==> src/papf_pkg.sv <==
// package: register map, fields, reset values and timing of the port a pullup block
package papf_pkg;
  localparam logic [15:0] PAPF_PULLUP_OFS = 16'h30f0;
  localparam logic [15:0] PAPF_FILTCFG_OFS = 16'h30f4;
  localparam logic [7:0] PAPF_PULLUP_RST = 8'h00;
  localparam logic [7:0] PAPF_PULLUP_WMASK = 8'hef;
  localparam int PAPF_RSVD_BIT = 4;
  localparam int PAPF_I2C_PIN_HI = 3;
  localparam int PAPF_I2C_PIN_LO = 2;
  localparam logic [1:0] PAPF_DIV1_RST = 2'h0;
  localparam int PAPF_DIV1_LSB = 0;
  localparam int PAPF_DIV_CNT_W = 4;
endpackage : papf_pkg

==> src/papf_div_if.sv <==
// interface: divider setting and filter sample tick between top and divider
`timescale 1ns/10ps
`default_nettype none
interface papf_div_if;
  logic [1:0] sel;
  logic tick;
  modport ctrl (output sel, input tick);
  modport div (input sel, output tick);
endinterface : papf_div_if
`default_nettype wire

==> src/papf_filter_div.sv <==
// filter clock divider: one-cycle tick every 2, 4, 8 or 16 bus cycles
`timescale 1ns/10ps
`default_nettype none
module papf_filter_div
  import papf_pkg::*;
(
  // clock and reset
  input wire logic clk_in,
  input wire logic rst_n_in,
  // setting and tick
  papf_div_if.div dif
);
  logic [PAPF_DIV_CNT_W-1:0] cnt_q;
  logic [PAPF_DIV_CNT_W-1:0] lim;
  logic tick_q;

  // terminal count is 2^(sel+1)-1
  always_comb begin
    lim = PAPF_DIV_CNT_W'((5'h02 << dif.sel) - 5'h01);
  end

  // free-running counter, restarts early if the setting shrinks
  always_ff @(posedge clk_in) begin
    if (!rst_n_in) begin
      cnt_q <= '0;
      tick_q <= 1'b0;
    end else if (cnt_q >= lim) begin
      cnt_q <= '0;
      tick_q <= 1'b1;
    end else begin
      cnt_q <= cnt_q + 4'h1;
      tick_q <= 1'b0;
    end
  end
  assign dif.tick = tick_q;

  a_tick_spacing: assert property (@(posedge clk_in) disable iff (!rst_n_in)
    tick_q && $stable(dif.sel) ##1 $stable(dif.sel)[*1] |-> !tick_q)
    else $error("filter tick repeats too soon");
endmodule : papf_filter_div
`default_nettype wire

==> src/papf_top.sv <==
// top: port a pullup enable register, pullup control and input glitch filter
// Functional notes
// divider set one gives bus clock over 2, 4, 8 or 16 per field code.
// each enable bit set turns its pin pullup on, cleared turns it off.
// enable bits have no effect on pins that are outputs or high impedance.
// bit 4 of the enable register is read-only, ignores writes, reads zero.
// pin 3 as i2c output keeps pullup while high, drops it while low.
// pin 2 as i2c output keeps pullup while high, drops it while low.
// glitches under one filter period are removed, over two periods pass.
// writes land at the next edge; reads return stored bits, bit 4 zero.
//
// Our own choice: the APB register port.
`timescale 1ns/10ps
`default_nettype none
module papf_top
  import papf_pkg::*;
#(
  parameter int PINS = 8
) (
  // clock and reset
  input wire logic clk_in,
  input wire logic rst_n_in,
  // apb slave
  input wire logic psel_in,
  input wire logic penable_in,
  input wire logic pwrite_in,
  input wire logic [15:0] paddr_in,
  input wire logic [31:0] pwdata_in,
  output logic [31:0] prdata_out,
  output logic pready_out,
  output logic pslverr_out,
  // pin state from the port logic
  input wire logic [PINS-1:0] pin_in,
  input wire logic [PINS-1:0] pin_input_mode_in,
  input wire logic [PINS-1:0] pin_drive_low_in,
  input wire logic [PINS-1:0] pin_i2c_mode_in,
  // pullup control and filtered inputs
  output logic [PINS-1:0] pullup_on_out,
  output logic [PINS-1:0] pin_filtered_out
);
  logic [PINS-1:0] pull_en_q;
  logic [1:0] div1_q;
  logic [31:0] prdata_q;
  logic pready_q;
  logic pslverr_q;
  logic [PINS-1:0] pull_q;
  logic [PINS-1:0] sync1_q;
  logic [PINS-1:0] sync2_q;
  logic [PINS-1:0] samp_q;
  logic [PINS-1:0] filt_q;
  logic acc_setup;
  logic hit_pull;
  logic hit_cfg;
  logic [PINS-1:0] pull_d;
  logic [1:0] sel_prev_q;
  logic [4:0] gap_q;
  logic sel_moved_q;
  logic tick_seen_q;
  papf_div_if dif ();

  papf_filter_div u_div (
    .clk_in(clk_in),
    .rst_n_in(rst_n_in),
    .dif(dif)
  );
  assign dif.sel = div1_q;

  // decode; access completes one cycle after setup (one wait-free access phase)
  assign acc_setup = psel_in && !penable_in;
  assign hit_pull = paddr_in == PAPF_PULLUP_OFS;
  assign hit_cfg = paddr_in == PAPF_FILTCFG_OFS;

  // register writes, taken at the completing edge
  always_ff @(posedge clk_in) begin
    if (!rst_n_in) begin
      pull_en_q <= PAPF_PULLUP_RST;
      div1_q <= PAPF_DIV1_RST;
    end else if (psel_in && penable_in && pready_q && pwrite_in) begin
      if (hit_pull) begin
        pull_en_q <= pwdata_in[PINS-1:0] & PAPF_PULLUP_WMASK;
      end
      if (hit_cfg) begin
        div1_q <= pwdata_in[PAPF_DIV1_LSB+:2];
      end
    end
  end

  // apb answer: pready rises in the access phase; unmapped addresses error
  always_ff @(posedge clk_in) begin
    if (!rst_n_in) begin
      pready_q <= 1'b0;
      pslverr_q <= 1'b0;
      prdata_q <= '0;
    end else if (acc_setup) begin
      pready_q <= 1'b1;
      pslverr_q <= !(hit_pull || hit_cfg);
      if (!pwrite_in && hit_pull) begin
        prdata_q <= {24'h000000, pull_en_q & PAPF_PULLUP_WMASK};
      end else if (!pwrite_in && hit_cfg) begin
        prdata_q <= {30'h00000000, div1_q};
      end else begin
        prdata_q <= '0;
      end
    end else begin
      pready_q <= 1'b0;
      pslverr_q <= 1'b0;
    end
  end
  assign pready_out = pready_q;
  assign pslverr_out = pslverr_q;
  assign prdata_out = prdata_q;

  // pullup only on inputs, or on i2c pins driving high
  always_comb begin
    pull_d = pull_en_q & pin_input_mode_in;
    if (pin_i2c_mode_in[PAPF_I2C_PIN_HI] && !pin_drive_low_in[PAPF_I2C_PIN_HI]) begin
      pull_d[PAPF_I2C_PIN_HI] = pull_en_q[PAPF_I2C_PIN_HI];
    end
    if (pin_i2c_mode_in[PAPF_I2C_PIN_LO] && !pin_drive_low_in[PAPF_I2C_PIN_LO]) begin
      pull_d[PAPF_I2C_PIN_LO] = pull_en_q[PAPF_I2C_PIN_LO];
    end
  end

  // registered pullup drive
  always_ff @(posedge clk_in) begin
    if (!rst_n_in) begin
      pull_q <= '0;
    end else begin
      pull_q <= pull_d;
    end
  end
  assign pullup_on_out = pull_q;

  // two-stage synchroniser for the pins
  always_ff @(posedge clk_in) begin
    if (!rst_n_in) begin
      sync1_q <= '0;
      sync2_q <= '0;
    end else begin
      sync1_q <= pin_in;
      sync2_q <= sync1_q;
    end
  end

  // sample per filter tick; output changes only after two equal samples,
  // so a level shorter than one tick period never gets through
  always_ff @(posedge clk_in) begin
    if (!rst_n_in) begin
      samp_q <= '0;
      filt_q <= '0;
    end else if (dif.tick) begin
      samp_q <= sync2_q;
      for (int i = 0; i < PINS; i++) begin
        if (samp_q[i] == sync2_q[i]) begin
          filt_q[i] <= sync2_q[i];
        end
      end
    end
  end
  assign pin_filtered_out = filt_q;

  // divider code one cycle back, to spot a setting change
  always_ff @(posedge clk_in) begin
    if (!rst_n_in) begin
      sel_prev_q <= PAPF_DIV1_RST;
    end else begin
      sel_prev_q <= div1_q;
    end
  end

  // cycles since the last filter tick, for the period check only; a period in
  // which the code moved is skipped, as the divider restarts early or runs long then
  always_ff @(posedge clk_in) begin
    if (!rst_n_in) begin
      gap_q <= 5'h01;
      sel_moved_q <= 1'b0;
      tick_seen_q <= 1'b0;
    end else if (dif.tick) begin
      gap_q <= 5'h01;
      sel_moved_q <= 1'b0;
      tick_seen_q <= 1'b1;
    end else begin
      if (gap_q != 5'h1f) begin
        gap_q <= gap_q + 5'h01; // saturates, never wraps into a false match
      end
      sel_moved_q <= sel_moved_q || (div1_q != sel_prev_q);
    end
  end

  a_rsvd_reads_zero: assert property (@(posedge clk_in) disable iff (!rst_n_in)
    pready_q |-> !prdata_q[PAPF_RSVD_BIT])
    else $error("reserved bit read nonzero");
  a_rsvd_stored_zero: assert property (@(posedge clk_in) disable iff (!rst_n_in)
    !pull_en_q[PAPF_RSVD_BIT])
    else $error("reserved enable bit stored as one");
  a_write_lands: assert property (@(posedge clk_in) disable iff (!rst_n_in)
    psel_in && penable_in && pready_q && pwrite_in && hit_pull |=>
    pull_en_q == ($past(pwdata_in[7:0]) & PAPF_PULLUP_WMASK))
    else $error("pullup write not stored");
  a_unmapped_err: assert property (@(posedge clk_in) disable iff (!rst_n_in)
    acc_setup && !hit_pull && !hit_cfg |=> pready_q && pslverr_q && (prdata_q == 32'h00000000))
    else $error("unmapped access not refused");
  a_output_no_pull: assert property (@(posedge clk_in) disable iff (!rst_n_in)
    !pin_input_mode_in[0] |=> !pull_q[0])
    else $error("pullup on output pin");
  a_input_pull: assert property (@(posedge clk_in) disable iff (!rst_n_in)
    pin_input_mode_in[7] |=> pull_q[7] == $past(pull_en_q[7]))
    else $error("pullup not following enable");
  a_i2c3_low: assert property (@(posedge clk_in) disable iff (!rst_n_in)
    pin_i2c_mode_in[3] && pin_drive_low_in[3] && !pin_input_mode_in[3] |=> !pull_q[3])
    else $error("pin 3 pullup while driving low");
  a_i2c2_high: assert property (@(posedge clk_in) disable iff (!rst_n_in)
    pin_i2c_mode_in[2] && !pin_drive_low_in[2] && pull_en_q[2] |=> pull_q[2])
    else $error("pin 2 pullup lost while high");
  a_ready_one: assert property (@(posedge clk_in) disable iff (!rst_n_in)
    pready_q |=> !pready_q)
    else $error("pready longer than one cycle");
  a_filt_stable: assert property (@(posedge clk_in) disable iff (!rst_n_in)
    !dif.tick |=> $stable(filt_q))
    else $error("filter output changed off tick");
  a_tick_period: assert property (@(posedge clk_in) disable iff (!rst_n_in)
    dif.tick && tick_seen_q && !sel_moved_q && (div1_q == sel_prev_q) |-> gap_q == (5'h02 << div1_q))
    else $error("filter tick period does not match the divider code");

  c_write_pull: cover property (@(posedge clk_in) pready_q && pwrite_in && hit_pull);
  c_read_pull: cover property (@(posedge clk_in) pready_q && !pwrite_in && hit_pull);
  c_filt_move: cover property (@(posedge clk_in) dif.tick ##1 $changed(filt_q));
  c_i2c_drop: cover property (@(posedge clk_in) pin_i2c_mode_in[PAPF_I2C_PIN_HI] && pin_drive_low_in[PAPF_I2C_PIN_HI]);
endmodule : papf_top
`default_nettype wire

==> config.mk <==
export PLATFORM = sky130hd
export DESIGN_NAME = papf_top
export DESIGN_NICKNAME = d
export VERILOG_FILES = /design/src/papf_pkg.sv /design/src/papf_div_if.sv /design/src/papf_filter_div.sv /design/src/papf_top.sv
export SDC_FILE = /design/constraint.sdc
export NUM_CORES = 1
export LEC_CHECK = 0
export BUFFER_PORTS_ARGS = -buffer_cell sky130_fd_sc_hd__buf_2
export CAP_MARGIN = 0
export CORE_AREA = 2 2 103 105
export CTS_CLUSTER_DIAMETER = 40
export DETAILED_ROUTE_END_ITERATION = 8
export DIE_AREA = 0 0 105 107
export PLACE_DENSITY = 0.51
export SLEW_MARGIN = 20
export SYNTH_ARGS = -nofsm -noshare
export SYNTH_HDL_FRONTEND = slang
export SYNTH_SLANG_ARGS = --single-unit
==> constraint.sdc <==
create_clock -name clk_in -period 1.99 [get_ports clk_in]
set_input_delay 0.0995 -clock clk_in [delete_from_list [all_inputs] [get_ports clk_in]]
set_output_delay 0.0995 -clock clk_in [all_outputs]
set_load 0.03 [all_outputs]
==> flow_summary.yaml, run 1 <==
global_routing:
  globalRoute.totalOverflow: 0
  grt_first_pass_wirelength_um: 8860
  grt.total_usage: 0.101
  antenna_found_initial: 1
  grt_pass1_vias: 1867
  grt_max_degree: 37
min_path:
  whs_path_depth: 3
  hp-start: "pwdata_in[5]"
  holdCritPathClass: "primary input to register"
  hold_end: "pull_en_q[5]"
clocking:
  clk_latency_ns: 0.34
  htree_levels: 3
  clk_pin_slew_ns: 0.07
  cts_setup_buffers: 0
  cts_sinks: 62
  numCtsBuffers: 9
  cts_tree: "yes"
  cts_max_path_buffers: 2
  cts-root-buf: "clkbuf_8"
critical_path:
  reg2reg_to: "u_div.cnt_q[0]"
  cp_max_fo: 5
  r2r_start: "dif.sel[1]"
  cpPeakStageDelay_ns: 0.40
  crit_chain: "nor2_1 -> ha_1 -> a21o_1 -> a21oi_1 -> o21ai_0 -> nor2_1"
  crit_required_ns: 2.19
  r2r_cells: 6
  crit_path_frequent_cell: "nor2_1"
  slowest_stage: "dfxtp_1"
  crit_arrival_ns: 1.70
  rrSetupSlack_ns: 0.49
  endpoint_kind: "register"
  critPathLaunchType: "register"
  path_class: "register to register"
detailed_routing:
  dr.max_layer_used: "met5"
  vias: 1993
  wl_met2_um: 2490
  antenna_left: 0
  met1Wirelength_um: 2310
  drt_iter0_drc: 49
  met3WireLength_um: 423
  viasPerCell: 3.98
  drtPass1Iterations: 4
  drc: 0
  wire_per_inst_um: 10.6
  postRouteWirelength_um: 5300
sta:
  tns_ns: 0
  hold_viol: 0
  post-route-period-util: 0.755
  drv_slew: 0
  tightest_slew_ns: 0.650
  max_slew_margin: 0.566
  finClkSkew_ns: 0.0112
  setup_viol: 0
  max_freq_mhz: 666
  fin_crit_ns: 1.50
  rsz0062_at_grt: "no"
finish:
  final_util: 0.324
  drive_gt1_frac: 0.252
  fin_nets: 449
  postLayoutCellArea_um2: 3270
  area_growth_pct: 31.8
  n_antenna_cell: 0
  fin_cells: 501
yosys:
  synth_top_area_frac: 0.500
  synth_area_um2: 2480
  synth_edf_count: 0
  synth_seq_area_share: 0.500
  synth-async-reset-ratio: 0
  synthMostInstantiatedCell: "dfxtp_1"
  yosys_warnings: 0
  synth_seq_cells: 62
  avgSynthCellArea_um2: 9.37
  synth-main-ff-cell: "dfxtp_1"
  synthCells: 265
  yosys-top-cells-count: "dfxtp_1 (62), nand2_1 (31), buf_4 (26)"
  yosysUniqueCellTypes: 33
  yosysTopAreaCell: "dfxtp_1"
  ys_top_cells_by_area: "dfxtp_1 (50%), buf_4 (7.9%), mux2i_1 (6.9%)"
pwr:
  power.density_nw_per_um2: 879
  p_leak_nw: 1.57
  power_mw: 2.88
  peakVddDrop_v: 0.000438
die:
  start_util: 0.246
  dieArea_um2: 11200
  num_rows: 37
  die_y_um: 107
  fp.dieW_um: 105
  ioPinCount: 135
  core-area_um2: 10100
flow_run:
  cap_violations: 0
place:
  dp_hpwl_um: 3690
  numPortBuffers: 70
  gp_congestion: 0.703
  dp.cells: 465
  placed_area_um2: 2870
run_status:
  outcome: "completed"
## worst max-delay path: cells and delay by family, from the launching register on
family / cells / cell delay, ns
simple gates: 2 / 0.15
compound gates: 3 / 0.55
flops: 1 / 0.40
fa+ha+maj: 1 / 0.27
## worst max path at each step
stage          slack, ns  cells past startpoint          from              to
2_1_floorplan       0.49                      4  paddr_in[15]      dif.sel[0]
3_3_place_gp        0.29                      5  paddr_in[15]      dif.sel[0]
3_5_place_dp        0.28                      5  paddr_in[15]      dif.sel[1]
4_1_cts             0.47                      6    dif.sel[1]  u_div.cnt_q[0]
5_1_grt             0.31                      6    dif.sel[1]  u_div.cnt_q[0]
6_report            0.49                      6    dif.sel[1]  u_div.cnt_q[0]
## cell families (layout without fill, tap and decap cells)
| kind of cell | after synthesis | in the layout | synth area share |
|---|---|---|---|
| other | 1 | 26 | 0.00151 |
| adders and majority gates | 4 | 4 | 0.0202 |
| and+or+nand+nor | 91 | 91 | 0.187 |
| buffers and inverters | 45 | 120 | 0.118 |
| xor gates and xnor gates | 2 | 2 | 0.00706 |
| muxes | 17 | 17 | 0.0685 |
| AOI/OAI and AO/OA | 43 | 43 | 0.0973 |
| DFF | 62 | 62 | 0.500 |
## placed cells by master, fill, tap and decap left out
cell,n
clkinv_2,2
xor2_1,1
or4_1,1
bufinv_16,1
nor3_1,1
mux2i_1,17
o21ai_0,18
clkbuf_8,9
nand2_1,31
o21a_1,1
dfxtp_1,62
clkinvlp_4,2
nand3_1,1
nor4bb_1,1
nand3b_1,2
nand4bb_1,1
nor2_1,19
clkinv_4,1
nand2b_1,5
buf_4,5
and3_1,5
a21oi_1,14
nor4_1,2
nand4b_1,1
nand4_1,4
or4b_4,1
and2_1,16
conb_1,26
inv_1,9
inv_6,1
buf_2,70
a31oi_1,1
ha_1,4
dlygate4sd3_1,20
xnor2_1,1
a21o_1,9
## timing repair
item | CTS | global route
gates resized for setup | 0 | 0
hold endpoints to repair | 18 | 0
hold buffers | 20 | 0
setup endpoints to repair | 0 | 0
## stage by stage
stage	setup slack (ns)	hold slack, ns
finish	0.488	0.0200
CTS	0.469	0.000745
detailed placement	0.278	0.311
global route	0.309	0.0151
floorplan	0.494	0.217
global placement	0.290	0.311
## report_power, final
part           internal [mW]  switching [mW]
Sequential              1.30          0.0344
Clock                  0.579           0.507
Combinational          0.182           0.273
Total                   2.06           0.815
## final cells by class
class	instances	area (um^2)
timing repair buffer	95	588
clock buffer	9	124
tap	136	170
multi-input combinational	183	1040
inverter	9	33.8
sequential	62	1240
fill	1094	6820
clock inverter	7	72.6
## flip-flops by register name, summed over array words and instances (netlist names)
signal            flops
u_div.dif.tick        1
sync2_q               8
sync1_q               8
pslverr_out           1
u_div.cnt_q           4
pin_filtered_out      8
pull_en_q             7
prdata_out            7
dif.sel               2
samp_q                8
pready_out            1
pullup_on_out         7
## routing by layer
layer	vias to the layer above	GRT usage
met5	-	0
li1	1020	-
met1	890	0.114
met3	8	0.0438
met2	73	0.166
met4	2	0.0400
No activity file was read; power rests on OpenSTA's default activity.
==> run 2, diff against run 1 <==
--- a/config.mk
+++ b/config.mk
@@ -11,7 +11,7 @@
 export CTS_CLUSTER_DIAMETER = 40
 export DETAILED_ROUTE_END_ITERATION = 8
 export DIE_AREA = 0 0 105 107
-export PLACE_DENSITY = 0.51
+export PLACE_DENSITY = 0.53
 export SLEW_MARGIN = 20
 export SYNTH_ARGS = -nofsm -noshare
 export SYNTH_HDL_FRONTEND = slang
==> constraint.sdc (replaced) <==
create_clock -name clk_in -period 1.2 [get_ports clk_in]
set_input_delay 0.06 -clock clk_in [delete_from_list [all_inputs] [get_ports clk_in]]
set_output_delay 0.06 -clock clk_in [all_outputs]
set_load 0.03 [all_outputs]
==> run 2 against run 1 <==
  * The flow now finishes with violations (setup timing)
  * Sequential power up 68%
  * Register-to-register slack worse by 0.57 ns
  * Die area unchanged
  * Clock skew down 0.0073 ns
  * First-iteration DRC count up 37%
  * Non-clock buffer count up 14
  * Via count up 2.1%
  * Final area up 4.2%
  * Worst hold slack worse by 0.011 ns
  * Critical path type unchanged
==> flow_summary.yaml, run 2 (synthesis results as in run 1) <==
run_status:
  outcome: "finished, violations left"
  violations: "setup timing"
sta:
  setup_ws_ns: -0.0816
  post-route-period-util: 1.07
  fin_crit_ns: 1.28
  rsz0062_at_grt: "yes"
  tns_ns: -0.234
  setup_viol: 5
  tightest_slew_ns: 0.622
  drv_slew: 0
  max_freq_mhz: 780
  max_slew_margin: 0.585
  finClkSkew_ns: 0.00389
  whs_ns: 0.00880
  hold_viol: 0
detailed_routing:
  vias: 2034
  antenna_left: 0
  drc: 0
  drtPass1Iterations: 4
  drt_iter0_drc: 67
  wire_per_inst_um: 10.6
  viasPerCell: 3.96
  postRouteWirelength_um: 5450
finish:
  drive_gt1_frac: 0.289
  n_antenna_cell: 0
  final_common_cell: "buf_2"
  mostFrequentLayoutCells: "buf_2 (70), dfxtp_1 (59), nand2_1 (31)"
  fin_nets: 463
  area_growth_pct: 37.3
  final_util: 0.338
flow_run:
  cap_violations: 0
global_routing:
  globalRoute.totalOverflow: 0
  grt_pass1_vias: 1983
  grt_max_degree: 22
  grt.total_usage: 0.101
  grt_first_pass_wirelength_um: 8810
  antenna_found_initial: 0
critical_path:
  slowest_stage: "dfxtp_2"
  path_class: "register to register"
  endpoint_kind: "register"
  critPathLaunchType: "register"
  r2r_start: "dif.sel[0]"
  crit_required_ns: 1.44
  cp_max_fo: 2
  crit_arrival_ns: 1.52
  cp-startpoint: "dif.sel[0]"
  cpPeakStageDelay_ns: 0.32
  crit_chain: "nor2_2 -> ha_1 -> a21o_1 -> a21oi_2 -> nor2_1 -> o21a_1"
pwr:
  power.density_nw_per_um2: 1340
  power_switching_share: 0.276
  p_int_mw: 3.32
  power_frac_clock: 0.329
  p_sw_mw: 1.27
  peakVddDrop_v: 0.000521
  p_seq_frac: 0.488
  p_leak_nw: 1.65
  combPwrFrac: 0.183
place:
  dp_hpwl_um: 3860
  pre_cts_ws_ns: -0.321
  gp_congestion: 0.715
  numPortBuffers: 70
die:
  start_util: 0.246
  die_y_um: 107
  dieArea_um2: 11200
  core-area_um2: 10100
  num_rows: 37
  ioPinCount: 135
  fp.dieW_um: 105
clocking:
  cts-root-buf: "clkbuf_8"
  cts_max_path_buffers: 2
  clk_pin_slew_ns: 0.06
  clk_latency_ns: 0.34
  numCtsBuffers: 9
  cts_sinks: 62
  htree_levels: 3
  cts_tree: "yes"
min_path:
  hp-start: "pin_drive_low_in[3]"
  holdCritPathClass: "primary input to register"
[run 2: per-layer routing]
metal  global-route usage  vias to the layer above  routed length, um
li1                     -                     1047                  -
met3               0.0383                       12                282
met2                0.162                       58               2620
met1                0.114                      917               2400
met4               0.0619                        0                139
met5                    0                        -                  0
[run 2: final cells by class]
class,count,area (um^2)
clock inverter,2,10.0
timing repair buffer,109,719
sequential,62,1250
inverter,9,33.8
clock buffer,12,145
tap,136,170
fill,1093,6680
multi-input combinational,183,1080
[run 2: final timing paths]
| kind | end | slack [ns] | cells past startpoint |
|---|---|---|---|
| worst min-delay path | pullup_on_out[3] | 0.009 | 4 |
| worst max-delay path | u_div.dif.tick | -0.08 | 6 |
| worst min register to register | sync2_q[2] | 0.43 | 1 |
| worst max register to register | u_div.dif.tick | -0.08 | 6 |
[run 2: per-stage QoR]
stage | cells | total power, mW | instance area (um^2)
floorplan | 290 | 2.86 | 2590
global placement | 474 | 3.04 | 2970
detailed placement | 474 | 3.06 | 2970
CTS | 513 | 4.65 | 3390
global route | 513 | 4.83 | 3410
finish | 513 | 4.58 | 3410
[run 2: what timing repair did]
action | in CTS | in global routing
gates resized for setup | 7 | 2
pin swaps | 9 | 1
hold buffers | 24 | 2
setup endpoints to repair | 14 | 16
setup buffers | 1 | 0
hold endpoints to repair | 23 | 2
[run 2: critical path, delay by kind of cell (launching register included)]
kind / cells / cell delay [ns]
AO/OA/AOI/OAI: 3 / 0.48
AND/OR/NAND/NOR: 2 / 0.15
flip-flops: 1 / 0.32
adder cells (fa/ha/maj): 1 / 0.23
[run 2: power groups by stage]
stage / logic (mW) / registers [mW] / clock network (mW)
6_report: 0.840 / 2.23 / 1.51
5_1_grt: 0.931 / 2.25 / 1.66
4_1_cts: 0.846 / 2.24 / 1.57
3_5_place_dp: 0.783 / 2.28 / 0
3_3_place_gp: 0.768 / 2.28 / 0
2_1_floorplan: 0.607 / 2.25 / 0
==> run 3, diff against run 2 <==
--- a/config.mk
+++ b/config.mk
@@ -15,4 +15,5 @@
 export SLEW_MARGIN = 20
 export SYNTH_ARGS = -nofsm -noshare
 export SYNTH_HDL_FRONTEND = slang
+export SYNTH_HIERARCHICAL = 1
 export SYNTH_SLANG_ARGS = --single-unit
==> run 3 against run 2 <==
  * The run still ends with setup timing left
  * Largest power group unchanged
  * Largest cell class unchanged
  * Area after synthesis is 0.10% higher
  * Sequential share of layout area is 0.48 points lower
  * Clock power is 7% higher
  * Non-clock buffer count is 4 lower
==> flow_summary.yaml, run 3 <==
run_status:
  outcome: "finished, violations left"
  violations: "setup timing"
yosys:
  synth_edf_count: 0
  synth-async-reset-ratio: 0
  synth_area_um2: 2480
  synthAdderAreaFrac: 0.0201
  synthCells: 249
  synthSimpleGateAreaFrac: 0.182
  yosys_warnings: 6
  synth_seq_cells: 62
  synthXorXnorAreaFrac: 0.00705
  yosysTopAreaCell: "dfxtp_1"
  ys_top_cells_by_area: "dfxtp_1 (50%), buf_4 (7.9%), mux2i_1 (7.7%)"
  synth_seq_area_share: 0.499
  synth-main-ff-cell: "dfxtp_1"
  synthMostInstantiatedCell: "dfxtp_1"
  synth_top_area_frac: 0.499
  synth_compound_area_frac: 0.107
  avgSynthCellArea_um2: 9.98
  yosys-top-cells-count: "dfxtp_1 (62), nand2_1 (29), buf_4 (26)"
  synthMuxAreaShare: 0.0765
  synth_top_family_by_area: "simple AND/OR/NAND/NOR gates"
  yosysUniqueCellTypes: 33
die:
  dieArea_um2: 11200
  start_util: 0.246
  fp.dieW_um: 105
  ioPinCount: 135
  core-area_um2: 10100
  num_rows: 37
  die_y_um: 107
detailed_routing:
  drt_iter0_drc: 34
  vias: 1921
  drc: 0
  viasPerCell: 3.89
  wire_per_inst_um: 9.97
  drtPass1Iterations: 4
  antenna_left: 0
  postRouteWirelength_um: 4930
pwr:
  power_frac_clock: 0.342
  p_leak_nw: 1.65
  peakVddDrop_v: 0.000748
  combPwrFrac: 0.187
  power.density_nw_per_um2: 1370
  power_mw: 4.73
  power_switching_share: 0.272
  p_sw_mw: 1.29
  p_seq_frac: 0.471
  p_int_mw: 3.45
critical_path:
  cp_max_fo: 7
  critPathLaunchType: "register"
  crit_chain: "and4_1 -> nand4_1 -> or3b_1 -> buf_6 -> mux2i_1"
  slowest_stage: "or3b_1"
  rrSetupSlack_ns: -0.17
  r2r_cells: 5
  r2r_start: "pready_out"
  endpoint_kind: "register"
  reg2reg_to: "pull_en_q[3]"
  path_class: "register to register"
  crit_arrival_ns: 1.58
  cpPeakStageDelay_ns: 0.38
  crit_required_ns: 1.41
global_routing:
  antenna_found_initial: 0
  grt_first_pass_wirelength_um: 8420
  globalRoute.totalOverflow: 0
  grt.total_usage: 0.0930
  grt_pass1_vias: 1861
  grt_max_degree: 56
clocking:
  cts_sinks: 62
  htree_levels: 3
  clk_pin_slew_ns: 0.06
  cts_tree: "yes"
  cts_max_path_buffers: 2
  cts-root-buf: "clkbuf_8"
  numCtsBuffers: 9
  clk_latency_ns: 0.32
sta:
  hold_viol: 0
  fin_crit_ns: 1.37
  setup_ws_ns: -0.168
  rsz0062_at_grt: "yes"
  max_freq_mhz: 731
  drv_slew: 0
  setup_viol: 7
  tightest_slew_ns: 0.560
  finClkSkew_ns: 0.00371
  post-route-period-util: 1.14
  max_slew_margin: 0.626
min_path:
  holdCritPathClass: "primary input to register"
  hold_end: "pullup_on_out[2]"
  hp-start: "pin_drive_low_in[2]"
  whs_path_depth: 4
finish:
  fin_nets: 444
  drive_gt1_frac: 0.313
  final_common_cell: "buf_2"
  mostFrequentLayoutCells: "buf_2 (70), dfxtp_1 (59), nand2_1 (27)"
  area_growth_pct: 39.6
  n_antenna_cell: 0
place:
  numPortBuffers: 70
  pre_cts_ws_ns: -0.171
  gp_congestion: 0.696
  dp_hpwl_um: 3420
flow_run:
  cap_violations: 0
run 3: worst max path at each step:
stage          startpoint           end  slack, ns  cells past startpoint
6_report       pready_out  pull_en_q[3]      -0.17                      5
3_5_place_dp   pready_out  pull_en_q[2]      -0.17                      5
2_1_floorplan  pready_out  pull_en_q[2]      -0.17                      5
5_1_grt        pready_out  pull_en_q[6]      -0.26                      5
3_3_place_gp   pready_out  pull_en_q[2]      -0.15                      5
4_1_cts        pready_out  pull_en_q[2]      -0.17                      5
run 3: layout make-up:
class	instances	area, um^2
Fill cell	1051	6620
Sequential cell	62	1250
Multi-Input combinational cell	170	1170
Timing Repair Buffer	105	677
Tap cell	136	170
Clock buffer	13	169
Inverter	7	26.3
Clock inverter	1	5.00
run 3: worst max-delay path: cells and delay by family, from the launching register on:
kind	cells	cell delay [ns]
mux	1	0.11
flops	1	0.34
simple gates	3	0.65
buf+inv	1	0.16
run 3: repair_timing:
action                     4_1_cts  5_1_grt
pin swaps                        3        7
setup endpoints to repair       12       15
hold endpoints to repair        23        1
hold buffers                    24        1
buffers inserted                 1        0
gates resized for setup          6       16
run 3: logic make-up (layout without fill, tap and decap cells):
group,after synthesis,count (layout)
AO/OA/AOI/OAI,38,38
XOR/XNOR,2,2
adder cells (fa/ha/maj),4,4
buffers and inverters,42,126
flip-flops,62,62
multiplexers,19,19
other,1,26
AND/OR/NAND/NOR,81,81
run 3: per-layer routing:
layer,up-vias,GRT usage,part of all wire
met4,0,0.0286,0.0063
met2,57,0.159,0.48
met5,-,0,0
li1,991,-,-
met1,869,0.106,0.46
met3,4,0.0389,0.056
run 3: power groups by stage:
stage,Combinational (mW),Clock [mW],Sequential (mW)
floorplan,0.580,0,2.25
global placement,0.720,0,2.27
finish,0.883,1.62,2.23
global route,0.986,1.81,2.25
CTS,0.803,1.71,2.22
detailed placement,0.735,0,2.27
run 3: per-stage QoR:
| stage | area (um^2) | hold slack [ns] | setup TNS, ns | cells | utilization |
|---|---|---|---|---|---|
| floorplan | 2580 | 0.177 | -1.15 | 274 | - |
| global placement | 2940 | 0.266 | -1.36 | 455 | 0.291 |
| detailed placement | 2940 | 0.269 | -1.66 | 455 | 0.291 |
| CTS | 3380 | 0.0541 | -1.13 | 494 | 0.335 |
| global route | 3470 | 0.0334 | -1.89 | 494 | 0.344 |
| finish | 3470 | 0.0327 | -1.13 | 494 | 0.344 |
